[src/logic/emtc_pkg.sv]
// emtc_pkg: constants, states and carriers of the transmit framing and crc block.
// assumes one 100 MHz clock; byte-wide buffer and line interfaces outside.
package emtc_pkg;

  // ----------------------------------------
  // register map (byte addresses)
  // ----------------------------------------
  localparam logic [7:0] OFF_MAC_CTRL3 = 8'h00;
  localparam logic [7:0] OFF_RX_CTRL = 8'h04;
  localparam logic [7:0] OFF_MAX_LEN = 8'h08;
  localparam logic [7:0] OFF_TX_CMD = 8'h0C;
  localparam logic [7:0] OFF_IRQ_STATUS = 8'h10;
  localparam logic [7:0] OFF_IRQ_ENABLE = 8'h14;
  localparam logic [7:0] OFF_IRQ_CLEAR = 8'h18;
  localparam logic [7:0] OFF_INFO = 8'h1C;

  // ----------------------------------------
  // fields and reset values
  // ----------------------------------------
  localparam int PAD_CFG_LSB = 5;
  localparam int HUGE_BIT = 2;
  localparam int DISCARD_BIT = 0;
  localparam int START_BIT = 0;
  localparam logic [2:0] PAD_CFG_RST = 3'h0;
  localparam logic HUGE_RST = 1'b0;
  localparam logic DISCARD_RST = 1'b1;
  localparam logic [15:0] MAX_LEN_RST = 16'h05EE;

  // per-packet control byte
  localparam int PKT_SEL_BIT = 0;
  localparam int PKT_CRC_BIT = 1;
  localparam int PKT_PAD_BIT = 2;
  localparam int PKT_HUGE_BIT = 3;

  // interrupt status layout
  localparam int NUM_EV = 5;
  localparam int EV_TX_DONE = 0;
  localparam int EV_TX_GIANT = 1;
  localparam int EV_TX_FCS_BAD = 2;
  localparam int EV_RX_DONE = 3;
  localparam int EV_RX_CRC_ERR = 4;

  // ----------------------------------------
  // framing constants
  // ----------------------------------------
  localparam logic [2:0] PRE_LAST = 3'h7;
  localparam logic [7:0] PRE_BYTE = 8'h55;
  localparam logic [7:0] SFD_BYTE = 8'hD5;
  localparam logic [15:0] MIN_BODY = 16'h003C;
  localparam logic [1:0] FCS_LAST = 2'h3;
  localparam logic [31:0] CRC_POLY = 32'hEDB88320;
  localparam logic [31:0] CRC_INIT = 32'hFFFFFFFF;
  localparam logic [31:0] CRC_RESIDUE = 32'hDEBB20E3;

  typedef enum logic [2:0] {
    TX_IDLE = 3'b000,
    TX_CTRL = 3'b001,
    TX_PRE = 3'b011,
    TX_DATA = 3'b010,
    TX_PAD = 3'b110,
    TX_FCS = 3'b111,
    TX_DONE = 3'b101,
    TX_DRAIN = 3'b100
  } emtc_tx_state_t;

  typedef struct packed {
    logic valid;
    logic last;
    logic [7:0] data;
  } emtc_mem_rsp_t;

  typedef struct packed {
    logic en;
    logic valid;
    logic [7:0] data;
  } emtc_tx_out_t;

  typedef struct packed {
    logic dv;
    logic valid;
    logic [7:0] data;
  } emtc_rx_in_t;

  typedef struct packed {
    logic wr;
    logic [7:0] data;
  } emtc_rx_wr_t;

  typedef struct packed {
    logic done;
    logic commit;
    logic crc_ok;
  } emtc_rx_end_t;

endpackage

[src/logic/emtc_crc32.sv]
// emtc_crc32: byte-serial reflected crc-32 register.
// assumes init and en come from logic on the same clock.
`timescale 1ns/1ps
module emtc_crc32 (
  // clock and reset
  input wire logic hclk,
  input wire logic hresetn,
  // control and data
  input wire logic init,
  input wire logic en,
  input wire logic [7:0] data,
  // running remainder, not inverted
  output logic [31:0] crc_reg
);

  logic [31:0] crc_next;

  // init with en folds the first byte in, so a frame can start on any cycle
  always_comb begin
    logic [31:0] c;
    c = init ? emtc_pkg::CRC_INIT : crc_reg;
    for (int i = 0; i < 8; i++) begin
      if (c[0] ^ data[i]) begin
        c = (c >> 1) ^ emtc_pkg::CRC_POLY;
      end else begin
        c = c >> 1;
      end
    end
    if (en) begin
      crc_next = c;
    end else if (init) begin
      crc_next = emtc_pkg::CRC_INIT;
    end else begin
      crc_next = crc_reg;
    end
  end

  always_ff @(posedge hclk or negedge hresetn) begin
    if (!hresetn) begin
      crc_reg <= emtc_pkg::CRC_INIT;
    end else begin
      crc_reg <= crc_next;
    end
  end

endmodule // emtc_crc32

[src/logic/emtc_top.sv]
// emtc_top: transmit framing with pad and crc, receive crc check, ahb-lite registers.
// assumes a buffer reader answering byte requests and a line serialiser that
// pulses phy_tx_take when it has taken the presented byte.
//
// Added by the designer: the placing of the registers and the AHB-Lite register port.
`timescale 1ns/1ps

// Functional notes
// - fcs is crc-32 over header, data, pad
// - every received frame has its crc checked
// - discard on: bad-crc frame never committed
// - discard off: kept, crc validity reported
// - append crc when configured, else host supplies
// - preamble and delimiter generated, never fetched
// - one control byte precedes each frame
// - bit 3 oversize allow, only when overriding
// - oversize blocked: abort at max length
// - bit 2 pads short frames with zeros
// - padding brings frame body to 60 bytes
// - global pad/crc field in bits 7:5
module emtc_top (
  // clock and reset
  input wire logic hclk,
  input wire logic hresetn,
  // ahb-lite slave
  input wire logic hsel,
  input wire logic [31:0] haddr,
  input wire logic [1:0] htrans,
  input wire logic hwrite,
  input wire logic [2:0] hsize,
  input wire logic [31:0] hwdata,
  input wire logic hready,
  output logic hreadyout,
  output logic hresp,
  output logic [31:0] hrdata,
  // interrupt
  output logic irq,
  // transmit buffer reader
  output logic mem_rd_req,
  input wire emtc_pkg::emtc_mem_rsp_t mem_rd_rsp,
  // line transmit side
  output emtc_pkg::emtc_tx_out_t tx_out,
  input wire logic phy_tx_take,
  // line receive side and receive buffer writer
  input wire emtc_pkg::emtc_rx_in_t rx_in,
  output emtc_pkg::emtc_rx_wr_t rx_wr,
  output emtc_pkg::emtc_rx_end_t rx_end
);

  // ----------------------------------------
  // state
  // ----------------------------------------
  logic [2:0] pad_cfg_reg;
  logic huge_reg;
  logic discard_reg;
  logic [15:0] max_len_reg;
  logic [emtc_pkg::NUM_EV-1:0] sts_reg;
  logic [emtc_pkg::NUM_EV-1:0] ien_reg;
  logic [emtc_pkg::NUM_EV-1:0] ev;
  logic irq_reg;
  logic ph_wr_reg;
  logic [7:0] ph_addr_reg;
  logic [31:0] hrdata_reg;
  emtc_pkg::emtc_tx_state_t st_reg;
  logic [2:0] pre_cnt_reg;
  logic [1:0] fcs_cnt_reg;
  logic [15:0] byte_cnt_reg;
  logic [15:0] last_len_reg;
  logic eff_pad_reg;
  logic eff_crc_reg;
  logic eff_huge_reg;
  logic giant_reg;
  logic [7:0] hold_reg;
  logic hold_v_reg;
  logic hold_last_reg;
  logic rd_req_reg;
  emtc_pkg::emtc_tx_out_t tx_out_reg;
  logic tx_done_p_reg;
  logic giant_p_reg;
  logic fcs_bad_p_reg;
  logic rx_dv_d_reg;
  logic rx_ok_last_reg;
  logic rx_done_p_reg;
  logic rx_bad_p_reg;
  emtc_pkg::emtc_rx_wr_t rx_wr_reg;
  emtc_pkg::emtc_rx_end_t rx_end_reg;
  logic [31:0] tx_crc;
  logic [31:0] rx_crc;

  logic addr_ph;
  logic slot;
  logic start_cmd;
  logic [emtc_pkg::NUM_EV-1:0] clr_mask;
  logic [15:0] cnt_inc;
  logic tx_crc_en;
  logic rx_crc_ok;
  logic rx_ends;

  assign addr_ph = hsel && htrans[1] && hready;
  // the output byte slot is free when empty or being taken this cycle
  assign slot = !tx_out_reg.valid || phy_tx_take;
  assign start_cmd = ph_wr_reg && (ph_addr_reg == emtc_pkg::OFF_TX_CMD)
                     && hwdata[emtc_pkg::START_BIT];
  assign clr_mask = (ph_wr_reg && (ph_addr_reg == emtc_pkg::OFF_IRQ_CLEAR))
                    ? hwdata[emtc_pkg::NUM_EV-1:0] : '0;
  assign cnt_inc = byte_cnt_reg + 16'h0001;
  assign ev = {rx_bad_p_reg, rx_done_p_reg, fcs_bad_p_reg, giant_p_reg, tx_done_p_reg};
  assign rx_crc_ok = (rx_crc == emtc_pkg::CRC_RESIDUE);
  assign rx_ends = !rx_in.dv && rx_dv_d_reg;

  assign hreadyout = 1'b1;
  assign hresp = 1'b0;
  assign hrdata = hrdata_reg;
  assign irq = irq_reg;
  assign mem_rd_req = rd_req_reg;
  assign tx_out = tx_out_reg;
  assign rx_wr = rx_wr_reg;
  assign rx_end = rx_end_reg;

  // ----------------------------------------
  // crc engines
  // ----------------------------------------
  assign tx_crc_en = slot && (((st_reg == emtc_pkg::TX_DATA) && hold_v_reg)
                     || (st_reg == emtc_pkg::TX_PAD));

  emtc_crc32 u_tx_crc (
    .hclk(hclk),
    .hresetn(hresetn),
    .init(st_reg == emtc_pkg::TX_CTRL),
    .en(tx_crc_en),
    .data((st_reg == emtc_pkg::TX_PAD) ? 8'h00 : hold_reg),
    .crc_reg(tx_crc)
  );

  emtc_crc32 u_rx_crc (
    .hclk(hclk),
    .hresetn(hresetn),
    .init(rx_in.dv && !rx_dv_d_reg),
    .en(rx_in.dv && rx_in.valid),
    .data(rx_in.data),
    .crc_reg(rx_crc)
  );

  // ----------------------------------------
  // ahb-lite slave, zero wait states
  // ----------------------------------------
  always_ff @(posedge hclk or negedge hresetn) begin
    if (!hresetn) begin
      ph_wr_reg <= 1'b0;
      ph_addr_reg <= 8'h00;
      hrdata_reg <= 32'h00000000;
    end else begin
      ph_wr_reg <= addr_ph && hwrite && (haddr[31:8] == 24'h000000);
      ph_addr_reg <= haddr[7:0];
      // read data is latched at the address phase; unmapped reads give zero
      hrdata_reg <= 32'h00000000;
      if (addr_ph && !hwrite && (haddr[31:8] == 24'h000000)) begin
        case (haddr[7:0])
          emtc_pkg::OFF_MAC_CTRL3: begin
            hrdata_reg[emtc_pkg::PAD_CFG_LSB +: 3] <= pad_cfg_reg;
            hrdata_reg[emtc_pkg::HUGE_BIT] <= huge_reg;
          end
          emtc_pkg::OFF_RX_CTRL: hrdata_reg[emtc_pkg::DISCARD_BIT] <= discard_reg;
          emtc_pkg::OFF_MAX_LEN: hrdata_reg[15:0] <= max_len_reg;
          emtc_pkg::OFF_IRQ_STATUS: hrdata_reg[emtc_pkg::NUM_EV-1:0] <= sts_reg;
          emtc_pkg::OFF_IRQ_ENABLE: hrdata_reg[emtc_pkg::NUM_EV-1:0] <= ien_reg;
          emtc_pkg::OFF_INFO: hrdata_reg <= {last_len_reg, 13'h0000, giant_reg,
                                             rx_ok_last_reg, st_reg != emtc_pkg::TX_IDLE};
          default: hrdata_reg <= 32'h00000000;
        endcase
      end
    end
  end

  always_ff @(posedge hclk or negedge hresetn) begin
    if (!hresetn) begin
      pad_cfg_reg <= emtc_pkg::PAD_CFG_RST;
      huge_reg <= emtc_pkg::HUGE_RST;
      discard_reg <= emtc_pkg::DISCARD_RST;
      max_len_reg <= emtc_pkg::MAX_LEN_RST;
      ien_reg <= '0;
    end else if (ph_wr_reg) begin
      case (ph_addr_reg)
        emtc_pkg::OFF_MAC_CTRL3: begin
          pad_cfg_reg <= hwdata[emtc_pkg::PAD_CFG_LSB +: 3];
          huge_reg <= hwdata[emtc_pkg::HUGE_BIT];
        end
        emtc_pkg::OFF_RX_CTRL: discard_reg <= hwdata[emtc_pkg::DISCARD_BIT];
        emtc_pkg::OFF_MAX_LEN: max_len_reg <= hwdata[15:0];
        emtc_pkg::OFF_IRQ_ENABLE: ien_reg <= hwdata[emtc_pkg::NUM_EV-1:0];
        default: ien_reg <= ien_reg;
      endcase
    end
  end

  // ----------------------------------------
  // interrupts: a new event wins over a clear in the same cycle
  // ----------------------------------------
  always_ff @(posedge hclk or negedge hresetn) begin
    if (!hresetn) begin
      sts_reg <= '0;
      irq_reg <= 1'b0;
    end else begin
      sts_reg <= (sts_reg & ~clr_mask) | ev;
      irq_reg <= |(((sts_reg & ~clr_mask) | ev) & ien_reg);
    end
  end

  // ----------------------------------------
  // transmit engine
  // ----------------------------------------
  always_ff @(posedge hclk or negedge hresetn) begin
    if (!hresetn) begin
      st_reg <= emtc_pkg::TX_IDLE;
      pre_cnt_reg <= 3'h0;
      fcs_cnt_reg <= 2'h0;
      byte_cnt_reg <= 16'h0000;
      last_len_reg <= 16'h0000;
      eff_pad_reg <= 1'b0;
      eff_crc_reg <= 1'b0;
      eff_huge_reg <= 1'b0;
      giant_reg <= 1'b0;
      hold_reg <= 8'h00;
      hold_v_reg <= 1'b0;
      hold_last_reg <= 1'b0;
      rd_req_reg <= 1'b0;
      tx_out_reg <= '0;
      tx_done_p_reg <= 1'b0;
      giant_p_reg <= 1'b0;
      fcs_bad_p_reg <= 1'b0;
    end else begin
      rd_req_reg <= 1'b0;
      tx_done_p_reg <= 1'b0;
      giant_p_reg <= 1'b0;
      fcs_bad_p_reg <= 1'b0;
      if (phy_tx_take) begin
        tx_out_reg.valid <= 1'b0;
      end
      case (st_reg)
        emtc_pkg::TX_IDLE: begin
          if (start_cmd) begin
            rd_req_reg <= 1'b1;
            giant_reg <= 1'b0;
            st_reg <= emtc_pkg::TX_CTRL;
          end
        end
        emtc_pkg::TX_CTRL: begin
          // control byte is consumed here and never reaches the line
          if (hold_v_reg) begin
            hold_v_reg <= 1'b0;
            if (hold_reg[emtc_pkg::PKT_SEL_BIT]) begin
              eff_pad_reg <= hold_reg[emtc_pkg::PKT_PAD_BIT];
              eff_crc_reg <= hold_reg[emtc_pkg::PKT_CRC_BIT];
              eff_huge_reg <= hold_reg[emtc_pkg::PKT_HUGE_BIT];
            end else begin
              eff_pad_reg <= pad_cfg_reg[0];
              eff_crc_reg <= pad_cfg_reg != 3'h0;
              eff_huge_reg <= huge_reg;
            end
            pre_cnt_reg <= 3'h0;
            fcs_cnt_reg <= 2'h0;
            byte_cnt_reg <= 16'h0000;
            st_reg <= emtc_pkg::TX_PRE;
          end
        end
        emtc_pkg::TX_PRE: begin
          if (slot) begin
            tx_out_reg.data <= (pre_cnt_reg == emtc_pkg::PRE_LAST)
                               ? emtc_pkg::SFD_BYTE : emtc_pkg::PRE_BYTE;
            tx_out_reg.valid <= 1'b1;
            tx_out_reg.en <= 1'b1;
            pre_cnt_reg <= pre_cnt_reg + 3'h1;
            if (pre_cnt_reg == emtc_pkg::PRE_LAST) begin
              rd_req_reg <= 1'b1;
              st_reg <= emtc_pkg::TX_DATA;
            end
          end
        end
        emtc_pkg::TX_DATA: begin
          if (hold_v_reg && slot) begin
            hold_v_reg <= 1'b0;
            tx_out_reg.data <= hold_reg;
            tx_out_reg.valid <= 1'b1;
            byte_cnt_reg <= cnt_inc;
            if (!eff_huge_reg && !hold_last_reg && (cnt_inc >= max_len_reg)) begin
              giant_reg <= 1'b1;
              giant_p_reg <= 1'b1;
              rd_req_reg <= 1'b1;
              st_reg <= emtc_pkg::TX_DRAIN;
            end else if (hold_last_reg) begin
              if (eff_pad_reg && (cnt_inc < emtc_pkg::MIN_BODY)) begin
                st_reg <= emtc_pkg::TX_PAD;
              end else if (eff_crc_reg) begin
                st_reg <= emtc_pkg::TX_FCS;
              end else begin
                st_reg <= emtc_pkg::TX_DONE;
              end
            end else begin
              rd_req_reg <= 1'b1;
            end
          end
        end
        emtc_pkg::TX_PAD: begin
          if (slot) begin
            tx_out_reg.data <= 8'h00;
            tx_out_reg.valid <= 1'b1;
            byte_cnt_reg <= cnt_inc;
            if (cnt_inc >= emtc_pkg::MIN_BODY) begin
              st_reg <= eff_crc_reg ? emtc_pkg::TX_FCS : emtc_pkg::TX_DONE;
            end
          end
        end
        emtc_pkg::TX_FCS: begin
          if (slot) begin
            tx_out_reg.data <= ~tx_crc[{fcs_cnt_reg, 3'b000} +: 8];
            tx_out_reg.valid <= 1'b1;
            fcs_cnt_reg <= fcs_cnt_reg + 2'h1;
            if (fcs_cnt_reg == emtc_pkg::FCS_LAST) begin
              st_reg <= emtc_pkg::TX_DONE;
            end
          end
        end
        emtc_pkg::TX_DRAIN: begin
          // an aborted frame is read to its end so the next control byte lines up
          if (slot) begin
            tx_out_reg.en <= 1'b0;
          end
          if (hold_v_reg) begin
            hold_v_reg <= 1'b0;
            if (hold_last_reg) begin
              st_reg <= emtc_pkg::TX_DONE;
            end else begin
              rd_req_reg <= 1'b1;
            end
          end
        end
        emtc_pkg::TX_DONE: begin
          if (slot) begin
            tx_out_reg.en <= 1'b0;
            tx_done_p_reg <= 1'b1;
            last_len_reg <= byte_cnt_reg;
            // host-supplied fcs is checked as the tail of the frame
            fcs_bad_p_reg <= !eff_crc_reg && !giant_reg
                             && (tx_crc != emtc_pkg::CRC_RESIDUE);
            st_reg <= emtc_pkg::TX_IDLE;
          end
        end
        default: st_reg <= emtc_pkg::TX_IDLE;
      endcase
      // one request is outstanding at a time, so an answer never meets a consume
      if (mem_rd_rsp.valid) begin
        hold_reg <= mem_rd_rsp.data;
        hold_last_reg <= mem_rd_rsp.last;
        hold_v_reg <= 1'b1;
      end
    end
  end

  // ----------------------------------------
  // receive crc check and commit decision
  // ----------------------------------------
  always_ff @(posedge hclk or negedge hresetn) begin
    if (!hresetn) begin
      rx_dv_d_reg <= 1'b0;
      rx_ok_last_reg <= 1'b0;
      rx_done_p_reg <= 1'b0;
      rx_bad_p_reg <= 1'b0;
      rx_wr_reg <= '0;
      rx_end_reg <= '0;
    end else begin
      rx_dv_d_reg <= rx_in.dv;
      rx_wr_reg.wr <= rx_in.dv && rx_in.valid;
      rx_wr_reg.data <= rx_in.data;
      rx_end_reg.done <= rx_ends;
      rx_done_p_reg <= rx_ends;
      rx_bad_p_reg <= rx_ends && !rx_crc_ok;
      if (rx_ends) begin
        rx_end_reg.crc_ok <= rx_crc_ok;
        // the writer rewinds on a missing commit, so a dropped frame never lands
        rx_end_reg.commit <= rx_crc_ok || !discard_reg;
        rx_ok_last_reg <= rx_crc_ok;
      end
    end
  end

endmodule // emtc_top

[config.mk]
export PLATFORM = sky130hd
export DESIGN_NAME = emtc_top
export DESIGN_NICKNAME = d
export VERILOG_FILES = /design/src/logic/emtc_pkg.sv /design/src/logic/emtc_crc32.sv /design/src/logic/emtc_top.sv
export SDC_FILE = /design/constraint.sdc
export NUM_CORES = 1
export LEC_CHECK = 0
export ABC_CLOCK_PERIOD_IN_PS = 6200
export BUFFER_PORTS_ARGS = -buffer_cell sky130_fd_sc_hd__buf_2
export CORE_MARGIN = 2
export CORE_UTILIZATION = 55
export CTS_CLUSTER_DIAMETER = 100
export DETAILED_ROUTE_END_ITERATION = 6
export PLACE_DENSITY = 0.76
export SLEW_MARGIN = 10
export SYNTH_ARGS = -nofsm -noshare
export SYNTH_HDL_FRONTEND = slang
export SYNTH_SLANG_ARGS = --single-unit
[constraint.sdc]
create_clock -name hclk -period 6.2 [get_ports hclk]
set_clock_uncertainty 0.05 [all_clocks]
set_input_delay 1.24 -clock hclk [delete_from_list [all_inputs] [get_ports hclk]]
set_output_delay 1.24 -clock hclk [all_outputs]
set_load 0.005 [all_outputs]
==> flow_summary.yaml, run 1 <==
place:
  gp_congestion: 0.859
  dp_hpwl_um: 19300
  port_buffers: 130
  dp_slack_ns: 1.73
  dpl-instance-area_um2: 12700
outcome:
  outcome: "finished clean"
route:
  drt_iter0_drc: 863
  drc_errors: 0
  drtPass1Iterations: 5
  avgRoutedWirePerCell_um: 18.3
  num_vias: 9188
  vias_per_cell: 5.92
  wl_um: 28400
  antenna_left: 0
finish:
  post-route-util_pct: 64.4
  area_growth_pct: 14.2
  final_common_cell: "dfrtp_1"
  drive_gt1_share_pct: 27.2
  layout_common_cells: "146 x dfrtp_1, 129 x buf_2, 127 x nor2_1, 84 x a21oi_1, 75 x o21ai_0"
  nets: 1371
  finalInstanceArea_um2: 13600
critical_path:
  startpoint_type: "register"
  cp_cell_sequence: "nand4_1, or3_1, nor2_1, nand3_1, xnor2_1, ha_1, a21oi_1, o21ai_0, a22oi_1, o21ai_0, o41ai_1, o21ai_0, nor3b_1"
  cp_data_arrival_time_ns: 4.92
  crit_path_max_incr_delay_ns: 0.77
  path_common_cell: "o21ai_0"
  critPathCaptureType: "register"
  cp_max_fo: 15
  critPathRequiredTime_ns: 6.54
  critPathKind: "reg -> reg"
  slowest_stage: "o41ai_1"
sta:
  maxSlewHeadroom_pct: 24.7
  fin_hold_ws_ns: 0.405
  drv_slew: 0
  rsz0062_at_grt: "false"
  max_freq_mhz: 218
  setup_violations: 0
  hold_viol: 0
  fin_tns_setup_ns: 0
  tightest_slew_ns: 1.12
  min_period_over_period_pct: 74.0
  setup_ws_ns: 1.61
  period_minus_slack_ns: 4.59
floorplanning:
  chipHeight_um: 151
  initial_core_util_pct: 56.4
  io_pins: 153
  die-width_um: 151
  fp.coreArea_um2: 21100
  dieArea_um2: 22800
  fp-row-count: 53
synth:
  syn_avg_cell_area_um2: 10.3
  synth_nets: 1270
  yosys_register_bits: 219
  synthArstFlopShare_pct: 100
  synth_cells: 1155
  seq_area_frac_synth_pct: 46.9
  synth_edf_count: 0
  yosys_warnings: 0
  netlist_area_um2: 11900
  ys.flop_type: "dfrtp_1"
  ys_types: 72
clock_network:
  insertion_delay_ns: 0.52
  cts_hold_buf: 0
  numCtsBuffers: 25
  clk_pin_slew_ns: 0.06
  clock-root-buffer: "clkbuf_16"
  cts_resized: 0
  clock_sinks: 219
  cts_tree: "built"
  cts_setup_buffers: 0
  clock_path_buffers: 3
  cts_htree_levels: 1
grt:
  grt_max_degree: 136
  grt_pass1_wl_um: 45500
  grt_pass1_vias: 8781
  overflow: 0
  track_usage_pct: 25.1
  antenna_found_initial: 1
power:
  peakVddDrop_mv: 0.403
  leakage_nw: 5.93
  power_density_nw_per_um2: 454
worst_hold_path:
  hold_path.class: "reg -> reg"
flow_run:
  maxCapViolCount: 0
## cell families (layout without fill, tap and decap cells)
| kind of cell | Yosys count | after routing | share of synthesized area, % |
|---|---|---|---|
| DFF | 219 | 219 | 46.9 |
| AOI/OAI and AO/OA | 265 | 265 | 14.1 |
| adders and majority gates | 20 | 20 | 2.10 |
| muxes | 67 | 67 | 7.07 |
| other | 2 | 3 | 0.0632 |
| buffers and inverters | 95 | 215 | 3.25 |
| xor gates and xnor gates | 115 | 115 | 11.2 |
| and+or+nand+nor | 372 | 372 | 15.3 |
## cell type report
class	instances	area, um2
fillers	1692	7510
multi-input cells	841	5940
flip-flops and latches	219	5570
repair buffers	141	743
clock buffers	35	733
well taps	275	344
clock inverters	11	140
inverters	28	105
diodes	1	2.50
## where the power goes
group          switching [mW]  internal (mW)  leakage [nW]
sequential              0.334           1.80          2.64
clock                   0.582          0.949         0.433
combinational            1.36           1.15          2.86
## per-stage QoR
step	power, mW	cells
final	6.17	1551
after global routing	6.54	1551
after CTS	6.17	1550
after detailed placement	4.60	1504
after global placement	4.54	1504
after floorplan	4.02	1155
## cells in the mapped netlist, drive strengths merged, types with 19 or more instances
cell	count	area [um2]
dfstp	73	1920
mux2	56	631
o2bb2ai	19	166
xnor2	68	708
a21oi	84	420
nand2	73	274
dfrtp	146	3650
clkbuf	50	188
nor3	45	225
nor2	129	489
and2	27	169
inv	28	105
ha	20	250
o21ai	75	375
xor2	37	399
## path summary, 6_finish.rpt
| path | from | endpoint | slack [ns] | cells past startpoint |
|---|---|---|---|---|
| setup reg to reg | byte_cnt_reg[2] | st_reg[0] | 1.61 | 13 |
| setup / recovery | byte_cnt_reg[2] | st_reg[0] | 1.61 | 13 |
| hold / removal | fcs_bad_p_reg | sts_reg[2] | 0.41 | 1 |
| min in group asynchronous | hresetn | rx_wr[8] | 0.79 | 1 |
| hold reg to reg | fcs_bad_p_reg | sts_reg[2] | 0.41 | 1 |
| max in group asynchronous | hresetn | u_tx_crc.crc_reg[15] | 4.13 | 2 |
## critical path: cells and delay by family, from the launching register on
family / cells / cell delay [ns]
adders and majority gates: 1 / 0.31
and+or+nand+nor: 5 / 1.68
xor gates and xnor gates: 1 / 0.25
DFF: 1 / 0.55
AOI/OAI and AO/OA: 6 / 1.62
## routing by layer
metal,vias to the layer above,GRT usage (%),routed length (um),part of all wire (%)
met4,0,6.31,508,1.8
li1,4308,-,-,-
met3,41,3.89,2070,7.3
met5,-,0,0,0
met1,4481,35.9,12500,44
met2,358,40.3,13300,47
Note: power is estimated with default switching activity, not from simulation.
==> run 2, diff against run 1 <==
Settings changed: ABC_CLOCK_PERIOD_IN_PS 6200 to 4700.
Clock period 6.2 ns to 4.7 ns, I/O delays scaled along.
==> run 2 against run 1 <==
Sequential power grew 31%; hold slack lost 0.035 ns; core utilization up 0.25 points; critical endpoint unchanged; combinational power grew 35%; sequential cell count did not move; clock power is 31% higher; die area unchanged; critical path depth rose by 1; clock-buffer cell count unchanged; register-to-register slack got worse by 1.2 ns; via count is 0.97% higher.
==> flow_summary.yaml, run 2 (same netlist as run 1, synthesis figures left out) <==
floorplanning:
  io_pins: 153
  dieArea_um2: 22800
  chipHeight_um: 151
  fp.coreArea_um2: 21100
  die-width_um: 151
  initial_core_util_pct: 56.4
  fp-row-count: 53
critical_path:
  critPathRequiredTime_ns: 5.05
  cp_max_fo: 15
  critPathCaptureType: "register"
  startpoint_type: "register"
  cp_data_arrival_time_ns: 4.58
  critPathKind: "reg -> reg"
place:
  gp_congestion: 0.880
  dp_hpwl_um: 19700
  port_buffers: 130
  dpl-instance-area_um2: 12800
power:
  p_sw_mw: 3.03
  intPower_mw: 5.15
  p_sw_share_pct: 37.1
  peakVddDrop_mv: 0.435
  pwr-share-clk_pct: 24.4
  leakage_nw: 5.96
  power_mw: 8.18
  sequentialPowerShare_pct: 34.3
  power.share.combinational_pct: 41.3
  power_density_nw_per_um2: 600
finish:
  final_common_cell: "dfrtp_1"
  area_growth_pct: 14.7
  layout_common_cells: "146 x dfrtp_1, 129 x buf_2, 127 x nor2_1, 84 x a21oi_1, 75 x o21ai_0"
  drive_gt1_share_pct: 27.5
  fillers: 1737
  nets: 1378
  finalInstanceArea_um2: 13600
clock_network:
  insertion_delay_ns: 0.53
  cts_hold_buf: 0
  numCtsBuffers: 24
  clk_pin_slew_ns: 0.06
  clock_sinks: 219
  cts_tree: "built"
  cts_resized: 0
  cts_htree_levels: 1
  clock-root-buffer: "clkbuf_16"
  clock_path_buffers: 3
  cts_setup_buffers: 0
grt:
  grt_pass1_vias: 8820
  antenna_found_initial: 1
  overflow: 0
  grt_pass1_wl_um: 46000
  track_usage_pct: 25.4
  grt_max_degree: 107
sta:
  period_minus_slack_ns: 4.24
  setup_violations: 0
  rsz0062_at_grt: "false"
  min_period_over_period_pct: 90.1
  drv_slew: 0
  tightest_slew_ns: 1.17
  fin_tns_setup_ns: 0
  maxSlewHeadroom_pct: 21.5
  hold_viol: 0
  max_freq_mhz: 236
outcome:
  outcome: "finished clean"
worst_hold_path:
  hold_path.class: "in -> async"
flow_run:
  maxCapViolCount: 0
route:
  vias_per_cell: 5.96
  avgRoutedWirePerCell_um: 18.2
  antenna_left: 0
  wl_um: 28400
  drc_errors: 0
  drtPass1Iterations: 5
  drt_iter0_drc: 870
  num_vias: 9277
[run 2: per-stage QoR]
stage / util [%] / instances / hold slack, ns / worst slack [ns]
4_1_cts: 64.6 / 1556 / 0.410 / 0.512
2_1_floorplan: - / 1155 / 0.373 / 1.18
3_5_place_dp: 60.6 / 1512 / 0.396 / 0.536
5_1_grt: 64.6 / 1557 / 0.436 / 0.134
3_3_place_gp: 60.6 / 1512 / 0.389 / 0.689
6_report: 64.6 / 1557 / 0.370 / 0.464
[run 2: metal layers]
layer / GRT usage (%) / wire [um] / vias up
li1: - / - / 4317
met1: 36.3 / 12600 / 4579
met2: 40.5 / 13200 / 322
met3: 4.16 / 1840 / 59
met4: 6.68 / 734 / 0
met5: 0 / 0 / -
[run 2: worst max-delay path, stage by stage (launching register included)]
cell,delay (ns)
dfrtp_1,0.57
nand4_1,0.15
buf_4,0.20
or3_1,0.47
nor2_1,0.20
nand3_1,0.11
xnor2_1,0.24
ha_1,0.30
a21oi_1,0.14
o21ai_0,0.13
a22oi_1,0.20
o21ai_0,0.19
o41ai_1,0.78
o21ai_0,0.18
nor3b_1,0.17
[run 2: power by group through the flow]
stage | sequential [mW] | clock [mW] | combinational [mW]
6_report | 2.80 | 2.00 | 3.38
5_1_grt | 2.85 | 2.10 | 3.70
2_1_floorplan | 2.60 | 0 | 2.71
3_5_place_dp | 2.81 | 0 | 3.31
3_3_place_gp | 2.80 | 0 | 3.23
4_1_cts | 2.78 | 2.03 | 3.35
[run 2: final cells by class]
class	instances	area (um2)	area share, %
timing repair buffer	149	816	5.98
clock inverter	9	130	0.954
clock buffer	35	723	5.30
tap	275	344	2.52
multi-input combinational	841	5940	43.6
sequential	219	5570	40.9
inverter	28	105	0.771
antenna	1	2.50	0.0184
[run 2: final timing paths]
path | from | to | slack [ns] | cells past startpoint
hold reg to reg | giant_p_reg | sts_reg[1] | 0.40 | 1
setup / recovery | byte_cnt_reg[2] | st_reg[0] | 0.46 | 14
max in group asynchronous | hresetn | max_len_reg[8] | 3.26 | 2
min in group hclk | giant_p_reg | sts_reg[1] | 0.40 | 1
setup reg to reg | byte_cnt_reg[2] | st_reg[0] | 0.46 | 14
hold / removal | hresetn | rx_wr[1] | 0.37 | 1
==> run 3, diff against run 2 <==
Settings changed: HOLD_SLACK_MARGIN from default to 0.08, REMOVE_ABC_BUFFERS from default to 1.
==> run 3 against run 2 <==
Clock-buffer cell count rose by 4; global-route usage fell by 0.11 points; final cell count fell by 0.13%; clock power fell by 11%; sequential cell count did not move; setup slack got worse by 0.037 ns; hold slack improved by 0.048 ns; core utilization fell by 0.61 points; critical endpoint unchanged; largest cell class unchanged; highest routed layer unchanged.
==> flow_summary.yaml, run 3 (same netlist as run 1, synthesis figures left out) <==
sta:
  max_freq_mhz: 234
  setup_violations: 0
  tightest_slew_ns: 0.977
  maxSlewHeadroom_pct: 33.9
  hold_viol: 0
  min_period_over_period_pct: 90.9
  rsz0062_at_grt: "false"
  drv_slew: 0
  period_minus_slack_ns: 4.27
worst_hold_path:
  hold_path.class: "in -> async"
critical_path:
  critPathCaptureType: "register"
  cp_data_arrival_time_ns: 4.61
  critPathRequiredTime_ns: 5.04
  critPathKind: "reg -> reg"
  startpoint_type: "register"
  cp_max_fo: 11
grt:
  antenna_found_initial: 1
  grt_pass1_vias: 8895
  grt_max_degree: 103
  overflow: 0
  grt_use_met1_pct: 35.8
  track_usage_pct: 25.3
  busiest_layer: "met2"
  grt_pass1_wl_um: 46100
  gr-usage-met2_pct: 41.2
  grtUsageMet3_pct: 4.01
route:
  wl_um: 28400
  drc_errors: 0
  antenna_left: 0
  num_vias: 9252
  vias_per_cell: 5.95
  drtPass1Iterations: 7
  drt_iter0_drc: 680
  avgRoutedWirePerCell_um: 18.3
clock_network:
  clock_sinks: 219
  cts_tree: "built"
  numCtsBuffers: 24
  clock_path_buffers: 3
  cts_hold_buf: 0
  cts_setup_buffers: 0
  clock-root-buffer: "clkbuf_16"
  cts_resized: 0
  insertion_delay_ns: 0.51
  clk_pin_slew_ns: 0.06
  cts_htree_levels: 1
place:
  dp_hpwl_um: 19800
  dpl-instance-area_um2: 12700
  port_buffers: 130
  placed_cells: 1510
  gp_congestion: 0.891
finish:
  fillers: 1715
  area_growth_pct: 13.6
  stdcell_count: 1555
  drive_gt1_share_pct: 27.0
  finalInstanceArea_um2: 13500
  final_common_cell: "dfrtp_1"
  post-route-util_pct: 64.0
  layout_common_cells: "146 x dfrtp_1, 129 x buf_2, 127 x nor2_1, 84 x a21oi_1, 75 x o21ai_0"
  nets: 1376
flow_run:
  maxCapViolCount: 0
power:
  peakVddDrop_mv: 0.424
  power_density_nw_per_um2: 586
  p_sw_share_pct: 37.5
  sequentialPowerShare_pct: 35.4
  intPower_mw: 4.95
  leakage_nw: 5.90
  power.share.combinational_pct: 42.0
  pwr-share-clk_pct: 22.6
  p_sw_mw: 2.97
floorplanning:
  fp-row-count: 53
  die-width_um: 151
  initial_core_util_pct: 56.4
  io_pins: 153
  dieArea_um2: 22800
  chipHeight_um: 151
  fp.coreArea_um2: 21100
outcome:
  outcome: "finished clean"
run 3: through the flow:
step                hold slack, ns  TNS [ns]  total power, mW  setup WS [ns]
global placement             0.389         0             5.99          0.662
floorplan                    0.373    -35.58             5.25          -1.39
CTS                          0.421         0             7.91          0.544
global route                 0.446         0             8.38         0.0189
detailed placement           0.404         0             6.08          0.571
finish                       0.418         0             7.92          0.428
run 3: path summary, 6_finish.rpt:
path                                  from              endpoint  slack (ns)  cells after the start
max                        byte_cnt_reg[2]             st_reg[0]        0.43                     12
min                                hresetn             ph_wr_reg        0.42                      1
max reg2reg                byte_cnt_reg[2]             st_reg[0]        0.43                     12
min reg2reg                   rx_bad_p_reg            sts_reg[4]        0.42                      1
max in group asynchronous          hresetn  u_tx_crc.crc_reg[24]        3.21                      2
min in group hclk             rx_bad_p_reg            sts_reg[4]        0.42                      1
run 3: metal layers:
metal / share of wire [%] / wire [um]
met1: 44 / 12500
met5: 0 / 0
met2: 48 / 13500
met3: 7.0 / 1980
met4: 1.5 / 437
run 3: power groups by stage:
| stage | sequential (mW) | clock (mW) | combinational [mW] |
|---|---|---|---|
| 2_1_floorplan | 2.67 | 0 | 2.58 |
| 3_3_place_gp | 2.81 | 0 | 3.19 |
| 3_5_place_dp | 2.82 | 0 | 3.26 |
| 4_1_cts | 2.79 | 1.82 | 3.30 |
| 5_1_grt | 2.85 | 1.91 | 3.62 |
| 6_report | 2.80 | 1.79 | 3.33 |
run 3: area by class of cell:
| cell class | count | area, um2 | share of cell area (%) |
|---|---|---|---|
| Sequential cell | 219 | 5570 | 41.3 |
| Inverter | 28 | 105 | 0.778 |
| Timing Repair Buffer | 147 | 788 | 5.84 |
| Clock buffer | 39 | 728 | 5.39 |
| Tap cell | 275 | 344 | 2.55 |
| Antenna cell | 1 | 2.50 | 0.0185 |
| Multi-Input combinational cell | 841 | 5940 | 44.0 |
| Clock inverter | 5 | 25.0 | 0.185 |
run 3: critical path, cell delays in order, from the launching register on:
cell and delay, ns:
dfrtp_1 0.51, nand4_1 0.32, buf_4 0.27, nor4_1 0.64
xor2_1 0.17, ha_1 0.33, a21oi_1 0.15, o21ai_0 0.10
a22oi_1 0.22, o21ai_0 0.21, o41ai_1 0.81, o21ai_0 0.19
nor3b_1 0.17
